## src/rtl/ldo_ctrl_map.svh

```systemverilog
// Contract
// Dual-range 5-bit code: 0-15 give 0.75-1.5 V by 50 mV, 16-31 1.8-3.3 V by 100 mV.
// Dual-range low codes use the low-range pass device, high codes the high-range one.
// Single-range 4-bit code: 0 gives 1.80 V, up 100 mV steps to 3.30 V.
// Dual-range enable: off if bit clear; Run on; Standby needs standby bit; Sleep sleep bit.
// Single-range regulator uses the same enable decoding.
// Low-power only in Standby or Sleep with its low-power bit set; ignored in Run.
// A disabled regulator has its discharge pull-down on.
// Single-range pull-down also on while processor reset output is low.
// Short-circuit detection is debounced before shutdown or interrupt.
// With protection enabled, a fault clears the enable bit and raises the fault flag.
// With protection disabled, an overloaded regulator stays enabled in current limit.
// The fault flag is raised on every overload whatever the protection bit; none is raised while a dual-range regulator is a load switch.
// Each fault flag has its own mask; a set mask hides it from the processor.
// Protection enable is clear after reset.
// Dual-range load-switch bit drives the pass device fully on.
// Current limit is inactive while a dual-range regulator is a load switch.
// Soft-start ramp runs whenever a load switch turns on.
// Reference ramps gradually at regulator power-up.
// Backup domain fed from system supply above upper threshold, coin cell below lower.
// Fault flags stay latched until software clears them.
// Overcurrent inputs are synchronised; debounce time is a build parameter.
// Effective enable is recomputed from power state and configuration bits.
`ifndef LDO_CTRL_MAP_SVH
`define LDO_CTRL_MAP_SVH
`define REG_NUM 3
`define ADDR_W 4
`define OFS_CTRL 4'h0
`define OFS_MODE 4'h1
`define OFS_VOLT0 4'h2
`define OFS_VOLT1 4'h3
`define OFS_VOLT2 4'h4
`define OFS_FAULT 4'h5
`define OFS_MASK 4'h6
`define OFS_STATUS 4'h7
`define CTRL_PROT_BIT 3
`define CTRL_RESET 8'h00
`define MODE_RESET 8'h00
`define MASK_RESET 8'h00
`define VOLT_RESET 8'h00
`define DEBOUNCE_TIME_US 100
`define CLK_MHZ 100
`define DEBOUNCE_CYCLES (`DEBOUNCE_TIME_US * `CLK_MHZ)
`define RAMP_STEP_CYCLES 16
`define RAMP_MAX 8'hFF
`endif

```

## src/rtl/ldo_ctrl_pkg.sv

```systemverilog
`include "ldo_ctrl_map.svh"
package ldo_ctrl_pkg;
    typedef enum logic [1:0]
    {
        PS_RUN = 2'b00,
        PS_STANDBY = 2'b01,
        PS_SLEEP = 2'b10
    } power_state_type;

    typedef enum logic [1:0]
    {
        RAMP_OFF = 2'b00,
        RAMP_UP = 2'b01,
        RAMP_DONE = 2'b10
    } ramp_state_type;

    typedef struct packed
    {
        logic on;
        logic low_power;
        logic high_range;
        logic full_on;
        logic limit_on;
        logic discharge;
        logic [8:0] millivolt_div10;
        logic [7:0] ramp;
    } reg_drive_type;

    typedef struct packed
    {
        logic [`ADDR_W-1:0] addr;
        logic [7:0] wdata;
        logic wr;
        logic rd;
    } bus_req_type;
endpackage

```

## src/rtl/ldo_ctrl.sv

```systemverilog
// Decided for this implementation: the address map and the plain strobed port.
`timescale 1ns/100ps
`include "ldo_ctrl_map.svh"
module ldo_ctrl
#(
    parameter int DEBOUNCE_CYCLES = `DEBOUNCE_CYCLES
)
(
    input wire logic sys_clk_i,
    input wire logic nrst_i,
    input wire ldo_ctrl_pkg::bus_req_type bus_i,
    output logic [7:0] rdata_o,
    input wire logic [1:0] power_state_i,
    input wire logic [`REG_NUM-1:0] overcurrent_i,
    input wire logic [1:0] otp_dual_range_switch_select_i,
    input wire logic processor_reset_out_n_i,
    input wire logic above_upper_threshold_i,
    input wire logic below_lower_threshold_i,
    output ldo_ctrl_pkg::reg_drive_type [`REG_NUM-1:0] drive_o,
    output logic [`REG_NUM-1:0] fault_irq_o,
    output logic backup_from_system_o
);
    // ------------------------------------------------------------
    // Registers. Index 0 and 2 are dual-range, index 1 single-range.
    // ------------------------------------------------------------
    // CTRL: [2:0] enable bits, [3] protection enable.
    // MODE: [2:0] standby enable, [5:3] sleep enable; VOLT: [5] low-power, code below.
    logic [7:0] ctrl_reg;
    logic [7:0] mode_reg;
    logic [7:0] volt_reg [`REG_NUM];
    logic [`REG_NUM-1:0] fault_reg;
    logic [`REG_NUM-1:0] mask_reg;
    logic [`REG_NUM-1:0] sync1_reg;
    logic [`REG_NUM-1:0] sync2_reg;
    logic [`REG_NUM-1:0] deb_reg;
    logic [`REG_NUM-1:0] deb_rise;
    logic [`REG_NUM-1:0] eff_en;
    logic [`REG_NUM-1:0] lp_next;
    logic [`REG_NUM-1:0] lp_bit;
    logic [`REG_NUM-1:0] limit_ok;
    logic [`REG_NUM-1:0] prev_deb_reg;
    logic rst_low_sync1_reg;
    logic rst_low_sync2_reg;
    logic above_sync1_reg;
    logic above_sync2_reg;
    logic below_sync1_reg;
    logic below_sync2_reg;
    logic [1:0] ps_sync1_reg;
    logic [1:0] ps_sync2_reg;
    ldo_ctrl_pkg::power_state_type ps;

    assign ps = ldo_ctrl_pkg::power_state_type'(ps_sync2_reg);

    // ------------------------------------------------------------
    // Input synchronisers.
    // ------------------------------------------------------------
    // two-stage sync
    always_ff @(posedge sys_clk_i or negedge nrst_i)
    begin
        if (!nrst_i)
        begin
            sync1_reg <= '0;
            sync2_reg <= '0;
            rst_low_sync1_reg <= 1'b1;
            rst_low_sync2_reg <= 1'b1;
            above_sync1_reg <= 1'b0;
            above_sync2_reg <= 1'b0;
            below_sync1_reg <= 1'b0;
            below_sync2_reg <= 1'b0;
            ps_sync1_reg <= 2'b00;
            ps_sync2_reg <= 2'b00;
        end
        else
        begin
            sync1_reg <= overcurrent_i;
            sync2_reg <= sync1_reg;
            rst_low_sync1_reg <= ~processor_reset_out_n_i;
            rst_low_sync2_reg <= rst_low_sync1_reg;
            above_sync1_reg <= above_upper_threshold_i;
            above_sync2_reg <= above_sync1_reg;
            below_sync1_reg <= below_lower_threshold_i;
            below_sync2_reg <= below_sync1_reg;
            ps_sync1_reg <= power_state_i;
            ps_sync2_reg <= ps_sync1_reg;
        end
    end

    // ------------------------------------------------------------
    // Enable, low-power and range decode per regulator.
    // ------------------------------------------------------------
    genvar g;
    generate
        for (g = 0; g < `REG_NUM; g++)
        begin : g_reg
            logic [15:0] cnt_reg;
            ldo_ctrl_pkg::ramp_state_type rst_reg;
            logic [7:0] ramp_reg;
            logic [4:0] code;
            logic is_dual;
            logic ls;
            logic oc_seen;

            assign is_dual = (g != 1);
            assign ls = is_dual && otp_dual_range_switch_select_i[g / 2];
            assign code = is_dual ? volt_reg[g][4:0] : {1'b1, volt_reg[g][3:0]};
            assign lp_bit[g] = volt_reg[g][5];

            // enable decode
            always_comb
            begin
                case (ps)
                    ldo_ctrl_pkg::PS_RUN: eff_en[g] = ctrl_reg[g];
                    ldo_ctrl_pkg::PS_STANDBY: eff_en[g] = ctrl_reg[g] & mode_reg[g];
                    ldo_ctrl_pkg::PS_SLEEP: eff_en[g] = ctrl_reg[g] & mode_reg[g + 3];
                    default: eff_en[g] = 1'b0;
                endcase
            end

            // low-power only off Run
            assign lp_next[g] = eff_en[g] && lp_bit[g] && (ps != ldo_ctrl_pkg::PS_RUN);
            // no limit as switch
            assign limit_ok[g] = ~ls;
            assign oc_seen = sync2_reg[g] & limit_ok[g];

            // fault debounce counter
            always_ff @(posedge sys_clk_i or negedge nrst_i)
            begin
                if (!nrst_i)
                begin
                    cnt_reg <= 16'h0000;
                    deb_reg[g] <= 1'b0;
                end
                else if (oc_seen != deb_reg[g])
                begin
                    if (cnt_reg >= 16'(DEBOUNCE_CYCLES - 1))
                    begin
                        cnt_reg <= 16'h0000;
                        deb_reg[g] <= oc_seen;
                    end
                    else
                    begin
                        cnt_reg <= cnt_reg + 16'h0001;
                    end
                end
                else
                begin
                    cnt_reg <= 16'h0000;
                end
            end

            // soft-start ramp
            always_ff @(posedge sys_clk_i or negedge nrst_i)
            begin
                if (!nrst_i)
                begin
                    rst_reg <= ldo_ctrl_pkg::RAMP_OFF;
                    ramp_reg <= 8'h00;
                end
                else
                begin
                    case (rst_reg)
                        ldo_ctrl_pkg::RAMP_OFF:
                        begin
                            ramp_reg <= 8'h00;
                            if (eff_en[g])
                                rst_reg <= ldo_ctrl_pkg::RAMP_UP;
                        end
                        ldo_ctrl_pkg::RAMP_UP:
                        begin
                            if (!eff_en[g])
                                rst_reg <= ldo_ctrl_pkg::RAMP_OFF;
                            else if (ramp_reg == `RAMP_MAX)
                                rst_reg <= ldo_ctrl_pkg::RAMP_DONE;
                            else
                                ramp_reg <= ramp_reg + 8'h01;
                        end
                        ldo_ctrl_pkg::RAMP_DONE:
                        begin
                            if (!eff_en[g])
                                rst_reg <= ldo_ctrl_pkg::RAMP_OFF;
                        end
                        default: rst_reg <= ldo_ctrl_pkg::RAMP_OFF;
                    endcase
                end
            end

            // output drive
            always_ff @(posedge sys_clk_i or negedge nrst_i)
            begin
                if (!nrst_i)
                begin
                    drive_o[g] <= '{on: 1'b0, low_power: 1'b0, high_range: 1'b0, full_on: 1'b0,
                                    limit_on: 1'b0, discharge: 1'b1, millivolt_div10: 9'h000,
                                    ramp: 8'h00};
                end
                else
                begin
                    drive_o[g].on <= eff_en[g];
                    drive_o[g].low_power <= lp_next[g];
                    drive_o[g].high_range <= code[4];
                    drive_o[g].full_on <= ls & eff_en[g];
                    drive_o[g].limit_on <= limit_ok[g] & eff_en[g];
                    drive_o[g].discharge <= ~eff_en[g] | (~is_dual & rst_low_sync2_reg);
                    drive_o[g].millivolt_div10 <= code[4] ? 9'(9'h0B4 + 9'h00A * code[3:0])
                                                          : 9'(9'h04B + 9'h005 * code[3:0]);
                    drive_o[g].ramp <= ramp_reg;
                end
            end
        end
    endgenerate

    assign deb_rise = deb_reg & ~prev_deb_reg;

    always_ff @(posedge sys_clk_i or negedge nrst_i)
    begin
        if (!nrst_i)
            prev_deb_reg <= '0;
        else
            prev_deb_reg <= deb_reg;
    end

    // ------------------------------------------------------------
    // Register bus writes and hardware updates.
    // ------------------------------------------------------------
    // protection clear at reset
    always_ff @(posedge sys_clk_i or negedge nrst_i)
    begin
        if (!nrst_i)
        begin
            ctrl_reg <= `CTRL_RESET;
        end
        else
        begin
            if (bus_i.wr && bus_i.addr == `OFS_CTRL)
                ctrl_reg <= bus_i.wdata;
            // auto-disable only when protected
            if (ctrl_reg[`CTRL_PROT_BIT])
                ctrl_reg[`REG_NUM-1:0] <= (bus_i.wr && bus_i.addr == `OFS_CTRL ?
                    bus_i.wdata[`REG_NUM-1:0] : ctrl_reg[`REG_NUM-1:0]) & ~deb_rise;
        end
    end

    always_ff @(posedge sys_clk_i or negedge nrst_i)
    begin
        if (!nrst_i)
        begin
            mode_reg <= `MODE_RESET;
            mask_reg <= '0;
            for (int i = 0; i < `REG_NUM; i++)
                volt_reg[i] <= `VOLT_RESET;
        end
        else if (bus_i.wr)
        begin
            case (bus_i.addr)
                `OFS_MODE: mode_reg <= bus_i.wdata;
                `OFS_MASK: mask_reg <= bus_i.wdata[`REG_NUM-1:0];
                `OFS_VOLT0: volt_reg[0] <= bus_i.wdata;
                `OFS_VOLT1: volt_reg[1] <= bus_i.wdata;
                `OFS_VOLT2: volt_reg[2] <= bus_i.wdata;
                default: mode_reg <= mode_reg;
            endcase
        end
    end

    // sticky fault flags, set wins
    always_ff @(posedge sys_clk_i or negedge nrst_i)
    begin
        if (!nrst_i)
            fault_reg <= '0;
        else if (bus_i.wr && bus_i.addr == `OFS_FAULT)
            fault_reg <= (fault_reg & ~bus_i.wdata[`REG_NUM-1:0]) | deb_rise;
        else
            fault_reg <= fault_reg | deb_rise;
    end

    // ------------------------------------------------------------
    // Read data, interrupt lines and backup supply selection.
    // ------------------------------------------------------------
    always_ff @(posedge sys_clk_i or negedge nrst_i)
    begin
        if (!nrst_i)
        begin
            rdata_o <= 8'h00;
        end
        else if (bus_i.rd)
        begin
            case (bus_i.addr)
                `OFS_CTRL: rdata_o <= ctrl_reg;
                `OFS_MODE: rdata_o <= mode_reg;
                `OFS_VOLT0: rdata_o <= volt_reg[0];
                `OFS_VOLT1: rdata_o <= volt_reg[1];
                `OFS_VOLT2: rdata_o <= volt_reg[2];
                `OFS_FAULT: rdata_o <= {5'h00, fault_reg};
                `OFS_MASK: rdata_o <= {5'h00, mask_reg};
                `OFS_STATUS: rdata_o <= {2'h0, deb_reg, eff_en};
                default: rdata_o <= 8'h00;
            endcase
        end
        else
        begin
            rdata_o <= 8'h00;
        end
    end

    // masked fault output
    always_ff @(posedge sys_clk_i or negedge nrst_i)
    begin
        if (!nrst_i)
            fault_irq_o <= '0;
        else
            fault_irq_o <= fault_reg & ~mask_reg;
    end

    // hysteresis source select
    always_ff @(posedge sys_clk_i or negedge nrst_i)
    begin
        if (!nrst_i)
            backup_from_system_o <= 1'b0;
        else if (above_sync2_reg)
            backup_from_system_o <= 1'b1;
        else if (below_sync2_reg)
            backup_from_system_o <= 1'b0;
    end
endmodule

```

## config.mk

```make
export PLATFORM = sky130hd
export DESIGN_NAME = ldo_ctrl
export DESIGN_NICKNAME = d
export VERILOG_FILES = /design/src/rtl/ldo_ctrl_pkg.sv /design/src/rtl/ldo_ctrl.sv
export VERILOG_INCLUDE_DIRS = /design/src /design/src/rtl
export SDC_FILE = /design/constraint.sdc
export NUM_CORES = 1
export LEC_CHECK = 0
export ABC_AREA = 0
export BUFFER_PORTS_ARGS = -buffer_cell sky130_fd_sc_hd__buf_2
export CAP_MARGIN = 20
export CORE_MARGIN = 2
export CORE_UTILIZATION = 30
export DETAILED_ROUTE_END_ITERATION = 16
export GPL_TIMING_DRIVEN = 0
export PLACE_DENSITY = 0.58
export SLEW_MARGIN = 25
export SYNTH_ARGS = -nofsm -noshare
export SYNTH_HDL_FRONTEND = slang
export SYNTH_SLANG_ARGS = --single-unit
```

## constraint.sdc

```tcl
create_clock -name sys_clk_i -period 2.4 [get_ports sys_clk_i]
set_input_delay 0.24 -clock sys_clk_i [delete_from_list [all_inputs] [get_ports sys_clk_i]]
set_output_delay 0.24 -clock sys_clk_i [all_outputs]
set_load 0.005 [all_outputs]
```

==> metrics.txt, run 1 <==
fraction of registers with async set/reset 1.000; commonest non-fill, non-tap cell in the layout dfrtp_1; Final Max Slew Viols 0; die width approximately 190 um; Final ANT Viol Nets 0; max reg flops 66; DRC viols 0; Setup crit start kind flop; routed wire length around 23000 um; Top Metal Used met4; first-pass GRT wire length slightly below 40000 um; ANT cells 0; setup ws final between 0.1 and 0.15 ns; Synth Warn # 0; vias 7362; vias in the first global route ~7400; RSZ-0062 raised after global routing false; crit path buf inv count 3; pwr/cell area ~890 nW/um2; die footprint 35250 um2; number of flops mapped to enable cells by yosys 0; layout cells sized above 1 0.2176; routed vias/inst 4.892; Crit. Startpoint ps[0]$_DFF_PN0_; Leak ~5.5 nW; area grow syn2layout 22.52%; CP Capture Type flop; met2 wire length approximately 11000 um; Synth Register Bits around 220; final hold vios 0; Main synth FF type dfrtp_1; max incr delay on CP roughly 0.41 ns; WP data arrival 2.72 ns; Final Util 0.3720; Finish-stage setup viols 0; number of iterations in the first detailed-routing pass 4; Port Buf Inserts roughly 100; Hold WC Path Type in2reg; max-cap violations 0; Unique masters post-synth 71; clock latency on the worst-skew pair 0.53 ns; clock transition at the registers of the reported paths about 0.06 ns; Placeable Area 33360 um2; dpl ws -0.06827 ns; H-tree lvl count 1; post-DR wirelength/cell 15.59 um; clock net sink count between 200 and 250; fin nets between 1000 and 1500; mapped cell area between 10000 and 15000 um2; Layout Cell Area excl Fill around 12000 um2; GR Overflow Total 0; RePlAce Congestion ~0.83; CP max-delay cell dfrtp_1; total track usage 0.1358; CTS tree done; fmax between 400 and 500 MHz; Crit path max-delay family buffers and inverters; initial antenna violation count 0; CP Max Fanout 10; initial DRC count approximately 450; worst path required time around 2.8 ns; outcome finished, final reports clean; hold_sp bus_i[6]; Slew @ Worst Pin approximately 0.84 ns; fin crit share 0.9511; CP Cell Sequence inv_1 -> ha_1 -> mux2_2 -> a31oi_4 -> clkbuf_4 -> inv_2 -> and3_1 -> o211ai_1; FP Rows 67; TritonCTS Buffers 27; worst r2r src ps[0]$_DFF_PN0_; Starting Density 0.3036; maximum vdd ir drop about 530 uV; commonest cells after routing, fill and taps aside dfrtp_1 (218), buf_2 (109), nand2_1 (65); Final min period 2.283 ns; Clock Path Buffers 3; critical path type reg2reg; clk_skew 0.01548 ns; DP Area between 10000 and 15000 um2; HPWL Detailed around 16000 um; io pins 107; chip height between 150 and 200 um; largest net degree at the start of global routing 88; Rel. slew slack 0.4363; Avg Inst Size Synth between 10 and 15 um2; DRT met1 WL around 11000 um; Seq/Total Area, Yosys 0.5540; met3 WL between 1000 and 1500 um; CTS root buf clkbuf_16; cell count after synthesis 884
## report_power, final
part	internal [W]	switching (W)	total (W)
sequential	0.00424	0.000313	0.00455
clock	0.00275	0.00155	0.00431
combinational	0.00105	0.00114	0.00219
total	0.00804	0.00301	0.0111
## layout make-up
type	instances	area (um2)
repair buffers	121	733.2
well taps	448	560.5
flip-flops and latches	224	5613
fillers	3330	20950
plain buffers	37	161.4
multi-input cells	592	4252
clock inverters	7	138.9
clock buffers	40	814.5
inverters	36	137.6
## through the flow
stage / power, W / hold slack, ns / setup TNS (ns) / cells
after global placement: 0.006748 / 0.3329 / -633.12 / 1443
after floorplan: 0.005984 / -0.05559 / 0 / 891
final: 0.01105 / 0.05113 / 0 / 1505
after detailed placement: 0.006779 / 0.2435 / -0.1272 / 1445
after CTS: 0.01121 / 0.03502 / 0 / 1506
after global routing: 0.01173 / 0.03956 / 0 / 1505
## routing by layer
| metal | up-vias | track usage |
|---|---|---|
| met2 | 176 | 0.2208 |
| met4 | 0 | 0.03695 |
| met5 | - | 0 |
| li1 | 3477 | - |
| met1 | 3672 | 0.1867 |
| met3 | 37 | 0.02396 |
## cell families (layout without fill, tap and decap cells)
group / count (synthesis) / count (layout) / synth area share
AND/OR/NAND/NOR: 301 / 301 / 0.1566
flip-flops: 224 / 224 / 0.5540
AO/OA/AOI/OAI: 132 / 132 / 0.09523
buffers and inverters: 75 / 241 / 0.03001
multiplexers: 58 / 58 / 0.06497
XOR/XNOR: 55 / 55 / 0.04756
adder cells (fa/ha/maj): 37 / 37 / 0.05089
other: 2 / 9 / 0.0007414
## cell usage after synthesis, types with 11 or more instances
master | n | share of area
nand2_1 | 65 | 0.024
nand4_1 | 13 | 0.0080
nand2b_1 | 14 | 0.0086
o311ai_0 | 11 | 0.0095
nand3_1 | 32 | 0.016
ha_1 | 30 | 0.037
nor2b_1 | 11 | 0.0068
xnor2_1 | 46 | 0.040
mux2_2 | 48 | 0.053
o21ai_0 | 18 | 0.0089
inv_1 | 34 | 0.013
and2_1 | 12 | 0.0074
nor2_1 | 39 | 0.014
dfrtp_1 | 219 | 0.54
nor4_1 | 11 | 0.0068
a21oi_1 | 20 | 0.0099
clkbuf_1 | 27 | 0.010
nor3_1 | 51 | 0.025
## path summary, 6_finish.rpt
kind / slack [ns] / endpoint / depth (start not counted)
worst max-delay path: 0.12 / g_reg[1].ramp_reg[7]$_DFFE_PN0P_ / 8
worst min-delay path: 0.05 / g_reg[0].code[4]$_DFFE_PN0P_ / 2
worst max register to register: 0.12 / g_reg[1].ramp_reg[7]$_DFFE_PN0P_ / 8
worst min register to register: 0.35 / ps[1]$_DFF_PN0_ / 0
max in group asynchronous: 1.32 / mode_reg[1]$_DFFE_PN0P_ / 3
min in group asynchronous: 0.26 / drive_o[4]$_DFF_PN0_ / 2
## what timing repair did
item / 4_1_cts / 5_1_grt
pin swaps: 0 / 1
hold buffers: 14 / 0
hold endpoints to repair: 90 / 0
cloned: 0 / 0
endpoints found under the setup margin: 4 / 8
buffers inserted: 0 / 1
resized for setup: 1 / 3
Note: power is estimated with default switching activity, not from simulation.
==> inputs of run 2 (changes only) <==
--- a/config.mk
+++ b/config.mk
@@ -11,6 +11,7 @@
 export CAP_MARGIN = 20
 export CORE_MARGIN = 2
 export CORE_UTILIZATION = 30
+export CTS_BUF_LIST = sky130_fd_sc_hd__clkbuf_4 sky130_fd_sc_hd__clkbuf_8 sky130_fd_sc_hd__clkbuf_16
 export DETAILED_ROUTE_END_ITERATION = 16
 export GPL_TIMING_DRIVEN = 0
 export PLACE_DENSITY = 0.58
==> run 2 against run 1 <==
Sequential share of layout area shrank 0.055 points. Non-clock buffer count did not move. Fmax up 0.33%. Global-route usage barely moved. Cell count stayed put. Combinational power is essentially flat. Critical path type unchanged. Critical endpoint unchanged. Largest power group unchanged.
==> metrics.txt, run 2 (synthesized netlist as in run 1, its figures left out) <==
CP max-delay cell dfrtp_1 (unchanged); H-tree lvl count 1 (unchanged); post-DR wirelength/cell 15.58 um (was 15.59 um); CTS tree done (unchanged); layout cells sized above 1 0.2214 (was 0.2176); RePlAce Congestion 0.8335 (unchanged); Crit path max-delay family buffers and inverters (unchanged); clock transition at the registers of the reported paths 0.06 ns (about the same); critical path type reg2reg (unchanged); initial antenna violation count 0 (unchanged); worst path required time 2.84 ns (about the same); chip height 187.8 um (unchanged); Port Buf Inserts 104 (unchanged); DP Area 11300 um2 (unchanged); vias in the first global route 7372 (was 7368); sequential fraction of design power 0.410 (was 0.412); WP data arrival 2.71 ns (was 2.72 ns); max reg flops 66 (unchanged); HPWL Detailed 16180 um (unchanged); DRC viols 0 (unchanged); Clock Path Buffers 3 (unchanged); clock group share of total power 0.392 (was 0.390); RSZ-0062 raised after global routing false (unchanged); P_int 0.008087 W (was 0.008042 W); vias 7308 (was 7362); pwr/cell area 892.9 nW/um2 (was 890.7 nW/um2); clock net sink count 224 (unchanged); maximum vdd ir drop 528.5 uV (was 528.1 uV); Leak 5.478 nW (was 5.465 nW); largest net degree at the start of global routing 88 (unchanged); CP Capture Type flop (unchanged); total track usage 0.1357 (was 0.1358); CTS root buf clkbuf_16 (unchanged); Layout Cell Area excl Fill 12430 um2 (was 12410 um2); initial DRC count 453 (was 445); die width 187.8 um (unchanged); TritonCTS Buffers 27 (unchanged); area grow syn2layout 22.67% (was 22.52%); clock latency on the worst-skew pair 0.53 ns (about the same); Final min period 2.275 ns (was 2.283 ns); Final Max Slew Viols 0 (unchanged); switching share of power 0.2712 (was 0.2725); Finish-stage setup viols 0 (unchanged); commonest cells after routing, fill and taps aside dfrtp_1 (218), buf_2 (109), nand2_1 (65) (unchanged); clk_skew 0.01591 ns (was 0.01548 ns); Setup crit start kind flop (unchanged); io pins 107 (unchanged); Final ANT Viol Nets 0 (unchanged); setup ws final 0.1248 ns (was 0.1173 ns); FP Rows 67 (unchanged); Slew @ Worst Pin 0.8366 ns (was 0.8409 ns); dpl ws -0.06827 ns (unchanged); Rel. slew slack 0.4392 (was 0.4363); max incr delay on CP 0.41 ns (about the same); fin nets 1102 (unchanged); fmax 439.5 MHz (was 438.1 MHz); Placeable Area 33360 um2 (unchanged); Comb power frac 0.197 (was 0.198); first-pass GRT wire length 39500 um (was 39510 um); Starting Density 0.3036 (unchanged); die footprint 35250 um2 (unchanged); crit path buf inv count 3 (unchanged); final hold vios 0 (unchanged); max-cap violations 0 (unchanged); Hold WC Path Type in2reg (unchanged); GR Overflow Total 0 (unchanged); number of iterations in the first detailed-routing pass 5 (was 4); CP Cell Sequence inv_1 -> ha_1 -> mux2_2 -> a31oi_4 -> clkbuf_4 -> inv_2 -> and3_1 -> o211ai_1 (unchanged); Final Util 0.3724 (was 0.3720); fill count 3327 (was 3330); routed vias/inst 4.856 (was 4.892); net switching power 0.003009 W (was 0.003013 W); fin crit share 0.9480 (was 0.9511); outcome finished, final reports clean (unchanged); ANT cells 0 (unchanged); commonest non-fill, non-tap cell in the layout dfrtp_1 (unchanged); Pwr Total 0.01110 W (was 0.01105 W); CP Max Fanout 10 (unchanged); routed wire length 23450 um (was 23460 um)
==> run 2: cell counts in the layout (fill, tap and decap cells not counted) <==
Identical to the previous run, type by type.
==> run 2: cell type report <==
type	count	area, um2	share of cell area
sequential	224	5613	0.4517
timing repair buffer	121	733.2	0.05901
multi-input combinational	592	4252	0.3422
clock buffer	40	829.5	0.06676
buffer	37	161.4	0.01299
tap	448	560.5	0.04511
inverter	36	137.6	0.01108
clock inverter	7	138.9	0.01118
==> run 2: power by group through the flow <==
stage | combinational (W) | sequential [W] | clock [W]
detailed placement | 0.00217 | 0.00461 | 0
CTS | 0.00222 | 0.00455 | 0.00449
global route | 0.00249 | 0.00461 | 0.00468
global placement | 0.00214 | 0.00461 | 0
finish | 0.00219 | 0.00455 | 0.00435
floorplan | 0.00144 | 0.00454 | 0
==> run 2: final timing paths <==
path	endpoint	cells after the start	from	slack [ns]
max in group asynchronous	mode_reg[1]$_DFFE_PN0P_	3	nrst_i	1.32
max reg2reg	g_reg[1].ramp_reg[7]$_DFFE_PN0P_	8	ps[0]$_DFF_PN0_	0.12
max	g_reg[1].ramp_reg[7]$_DFFE_PN0P_	8	ps[0]$_DFF_PN0_	0.12
min reg2reg	ps[1]$_DFF_PN0_	0	ps_sync1_reg[1]$_DFF_PN0_	0.35
min in group asynchronous	drive_o[4]$_DFF_PN0_	2	nrst_i	0.26
min	g_reg[0].code[4]$_DFFE_PN0P_	2	bus_i[6]	0.05
==> run 2: what timing repair did <==
action                                  4_1_cts  5_1_grt
hold buffers                                 14        0
buffers inserted                              0        1
endpoints found under the setup margin        4        8
pin swaps                                     0        1
resized for setup                             1        3
endpoints found under the hold margin        90        0
==> run 2: per-layer routing <==
layer | global-route usage | part of all wire | up-vias
met2 | 0.2209 | 0.46 | 144
met4 | 0.03695 | 0.024 | 0
met3 | 0.02396 | 0.040 | 33
met1 | 0.1864 | 0.47 | 3657
li1 | - | - | 3474
met5 | 0 | 0 | -
==> run 2: per-stage QoR <==
stage | cells | hold WS, ns | setup TNS [ns]
CTS | 1506 | 0.03502 | 0
finish | 1505 | 0.05031 | 0
global placement | 1443 | 0.3329 | -633.12
detailed placement | 1445 | 0.2435 | -0.1272
floorplan | 891 | -0.05559 | 0
global route | 1505 | 0.03956 | 0
==> inputs of run 3 (changes only) <==
==> constraint.sdc (replaced) <==
create_clock -name sys_clk_i -period 2.3 [get_ports sys_clk_i]
set_input_delay 0.23 -clock sys_clk_i [delete_from_list [all_inputs] [get_ports sys_clk_i]]
set_output_delay 0.23 -clock sys_clk_i [all_outputs]
set_load 0.005 [all_outputs]
==> run 3 against run 2 <==
Die area stayed put. Clock power rose by 4.6%. Worst hold slack got worse by 0.012 ns. Total power increased by 4.6%. Sequential power grew 4%. First-iteration DRC count increased by 4.2%. Wire length about the same. Via count shrank 0.42%. Cell area grew 0.26%. Flip-flop and latch count stayed put. Sequential share of layout area is essentially flat. Count of clock-buffer cells in the layout did not move. Critical path type unchanged. Critical endpoint is now drive_o[60]$_DFF_PN0_. Largest cell class unchanged.
==> metrics.txt, run 3 (synthesized netlist as in run 1, its figures left out) <==
Placeable Area 33360 um2 (unchanged); pwr/cell area 932.0 nW/um2 (was 892.9 nW/um2); CTS tree done (unchanged); Clock Path Buffers 3 (unchanged); max-cap violations 0 (unchanged); CP Max Fanout 7 (was 10); Rel. slew slack 0.4429 (was 0.4392); Slew @ Worst Pin 0.8311 ns (was 0.8366 ns); io pins 107 (unchanged); end point of the worst hold path g_reg[2].code[2]$_DFFE_PN0P_ (was g_reg[0].code[4]$_DFFE_PN0P_); chip height 187.8 um (unchanged); initial DRC count 472 (was 453); initial antenna violation count 0 (unchanged); max reg flops 66 (unchanged); Final Max Slew Viols 0 (unchanged); maximum vdd ir drop 557.7 uV (was 528.5 uV); Final Util 0.3734 (was 0.3724); die width 187.8 um (unchanged); GR Overflow Total 0 (unchanged); FP Rows 67 (unchanged); RR Endpoint drive_o[60]$_DFF_PN0_ (was g_reg[1].ramp_reg[7]$_DFFE_PN0P_); RePlAce Congestion 0.8335 (unchanged); clock net sink count 224 (unchanged); worst r2r src g_reg[2].code[1]$_DFFE_PN0P_ (was ps[0]$_DFF_PN0_); r2r setup slk 0.09 ns (was 0.12 ns); Starting Density 0.3036 (unchanged); routed vias/inst 4.829 (was 4.856); largest net degree at the start of global routing 88 (unchanged); area grow syn2layout 22.99% (was 22.67%); Pwr Total 0.01161 W (was 0.01110 W); total track usage 0.1357 (unchanged); ANT cells 0 (unchanged); TritonCTS Buffers 27 (unchanged); clk_skew 0.01622 ns (was 0.01591 ns); fill count 3325 (was 3327); worst path required time 2.71 ns (was 2.84 ns); Final ANT Viol Nets 0 (unchanged); Port Buf Inserts 104 (unchanged); H-tree lvl count 1 (unchanged); RSZ-0062 raised after global routing false (unchanged); DRC viols 0 (unchanged); Final min period 2.215 ns (was 2.275 ns); Hold Crit Depth 3 (was 2); clock latency on the worst-skew pair 0.53 ns (about the same); Final Non-Filler Cells 1507 (was 1505); CP Capture Type flop (unchanged); fmax 451.5 MHz (was 439.5 MHz); vias 7277 (was 7308); routed wire length 23450 um (about the same); hold_sp bus_i[4] (was bus_i[6]); clock transition at the registers of the reported paths 0.06 ns (about the same); Hold WC Path Type in2reg (unchanged); vias in the first global route 7360 (was 7372); final hold vios 0 (unchanged); fin nets 1104 (was 1102); Hold Slack 0.03799 ns (was 0.05031 ns); layout cells sized above 1 0.2314 (was 0.2214); HPWL Detailed 16180 um (unchanged); FF-to-FF path depth 7 (was 8); Finish-stage setup viols 0 (unchanged); Leak 5.479 nW (was 5.478 nW); outcome finished, final reports clean (unchanged); CTS root buf clkbuf_16 (unchanged); Setup crit start kind flop (unchanged); placed cells 1445 (unchanged); commonest non-fill, non-tap cell in the layout dfrtp_1 (unchanged); first-pass GRT wire length 39470 um (was 39500 um); number of iterations in the first detailed-routing pass 4 (was 5); post-DR wirelength/cell 15.56 um (was 15.58 um); die footprint 35250 um2 (unchanged); commonest cells after routing, fill and taps aside dfrtp_1 (211), buf_2 (109), nand2_1 (65) (was dfrtp_1 (218), buf_2 (109), nand2_1 (65)); critical path type reg2reg (unchanged); WP data arrival 2.63 ns (was 2.71 ns); setup TNS 0 ns (unchanged); fin crit share 0.9629 (was 0.9480)
[run 3: worst max-delay path by stage]
stage / from / to / depth (start not counted)
floorplan: g_reg[0].code[1]$_DFFE_PN0P_ / drive_o[14]$_DFF_PN0_ / 7
CTS: g_reg[0].code[0]$_DFFE_PN0P_ / drive_o[14]$_DFF_PN0_ / 6
global placement: nrst_i / rdata_o[6]$_DFF_PN0_ / 1
detailed placement: ps[0]$_DFF_PN0_ / rdata_o[1]$_DFF_PN0_ / 8
global route: g_reg[1].code[1]$_DFFE_PN0P_ / drive_o[38]$_DFF_PN0_ / 8
finish: g_reg[2].code[1]$_DFFE_PN0P_ / drive_o[60]$_DFF_PN0_ / 7
[run 3: area by class of cell]
class	count	area [um2]	share of cell area
clock buffers	40	829.5	0.06659
plain buffers	37	165.2	0.01326
inverters	36	137.6	0.01105
well taps	448	560.5	0.04499
flip-flops and latches	224	5622	0.4512
repair buffers	123	748.2	0.06006
multi-input cells	592	4257	0.3417
clock inverters	7	138.9	0.01115
[run 3: per-layer routing]
layer	track usage	wire, um
met3	0.02396	1090
met2	0.2208	10890
met5	0	0
met4	0.03695	532
met1	0.1865	10940
[run 3: through the flow]
step	area (um2)	setup slack (ns)
finish	12460	0.08535
global route	12460	0.002817
CTS	12420	0.01663
detailed placement	11300	-0.1683
global placement	11240	-2.965
floorplan	10160	0.2100
[run 3: worst max-delay path, cell delays in order, from the launching register on]
cell,delay [ns]
dfrtp_2,0.48
ha_1,0.31
ha_1,0.15
inv_1,0.05
fa_1,0.55
nand3b_1,0.13
xnor2_1,0.15
mux2_2,0.27
[run 3: power breakdown]
part | internal (W) | total [W] | switching [W]
registers | 0.00443 | 0.00475 | 0.000322
clock network | 0.00292 | 0.00455 | 0.00163
logic | 0.00111 | 0.00231 | 0.00120
[run 3: what timing repair did]
item,4_1_cts,5_1_grt
hold buffers,14,0
setup endpoints to repair,10,11
setup buffers,0,3
endpoints found under the hold margin,94,0
gates cloned,0,0
resized for setup,3,11
pin swaps,0,1
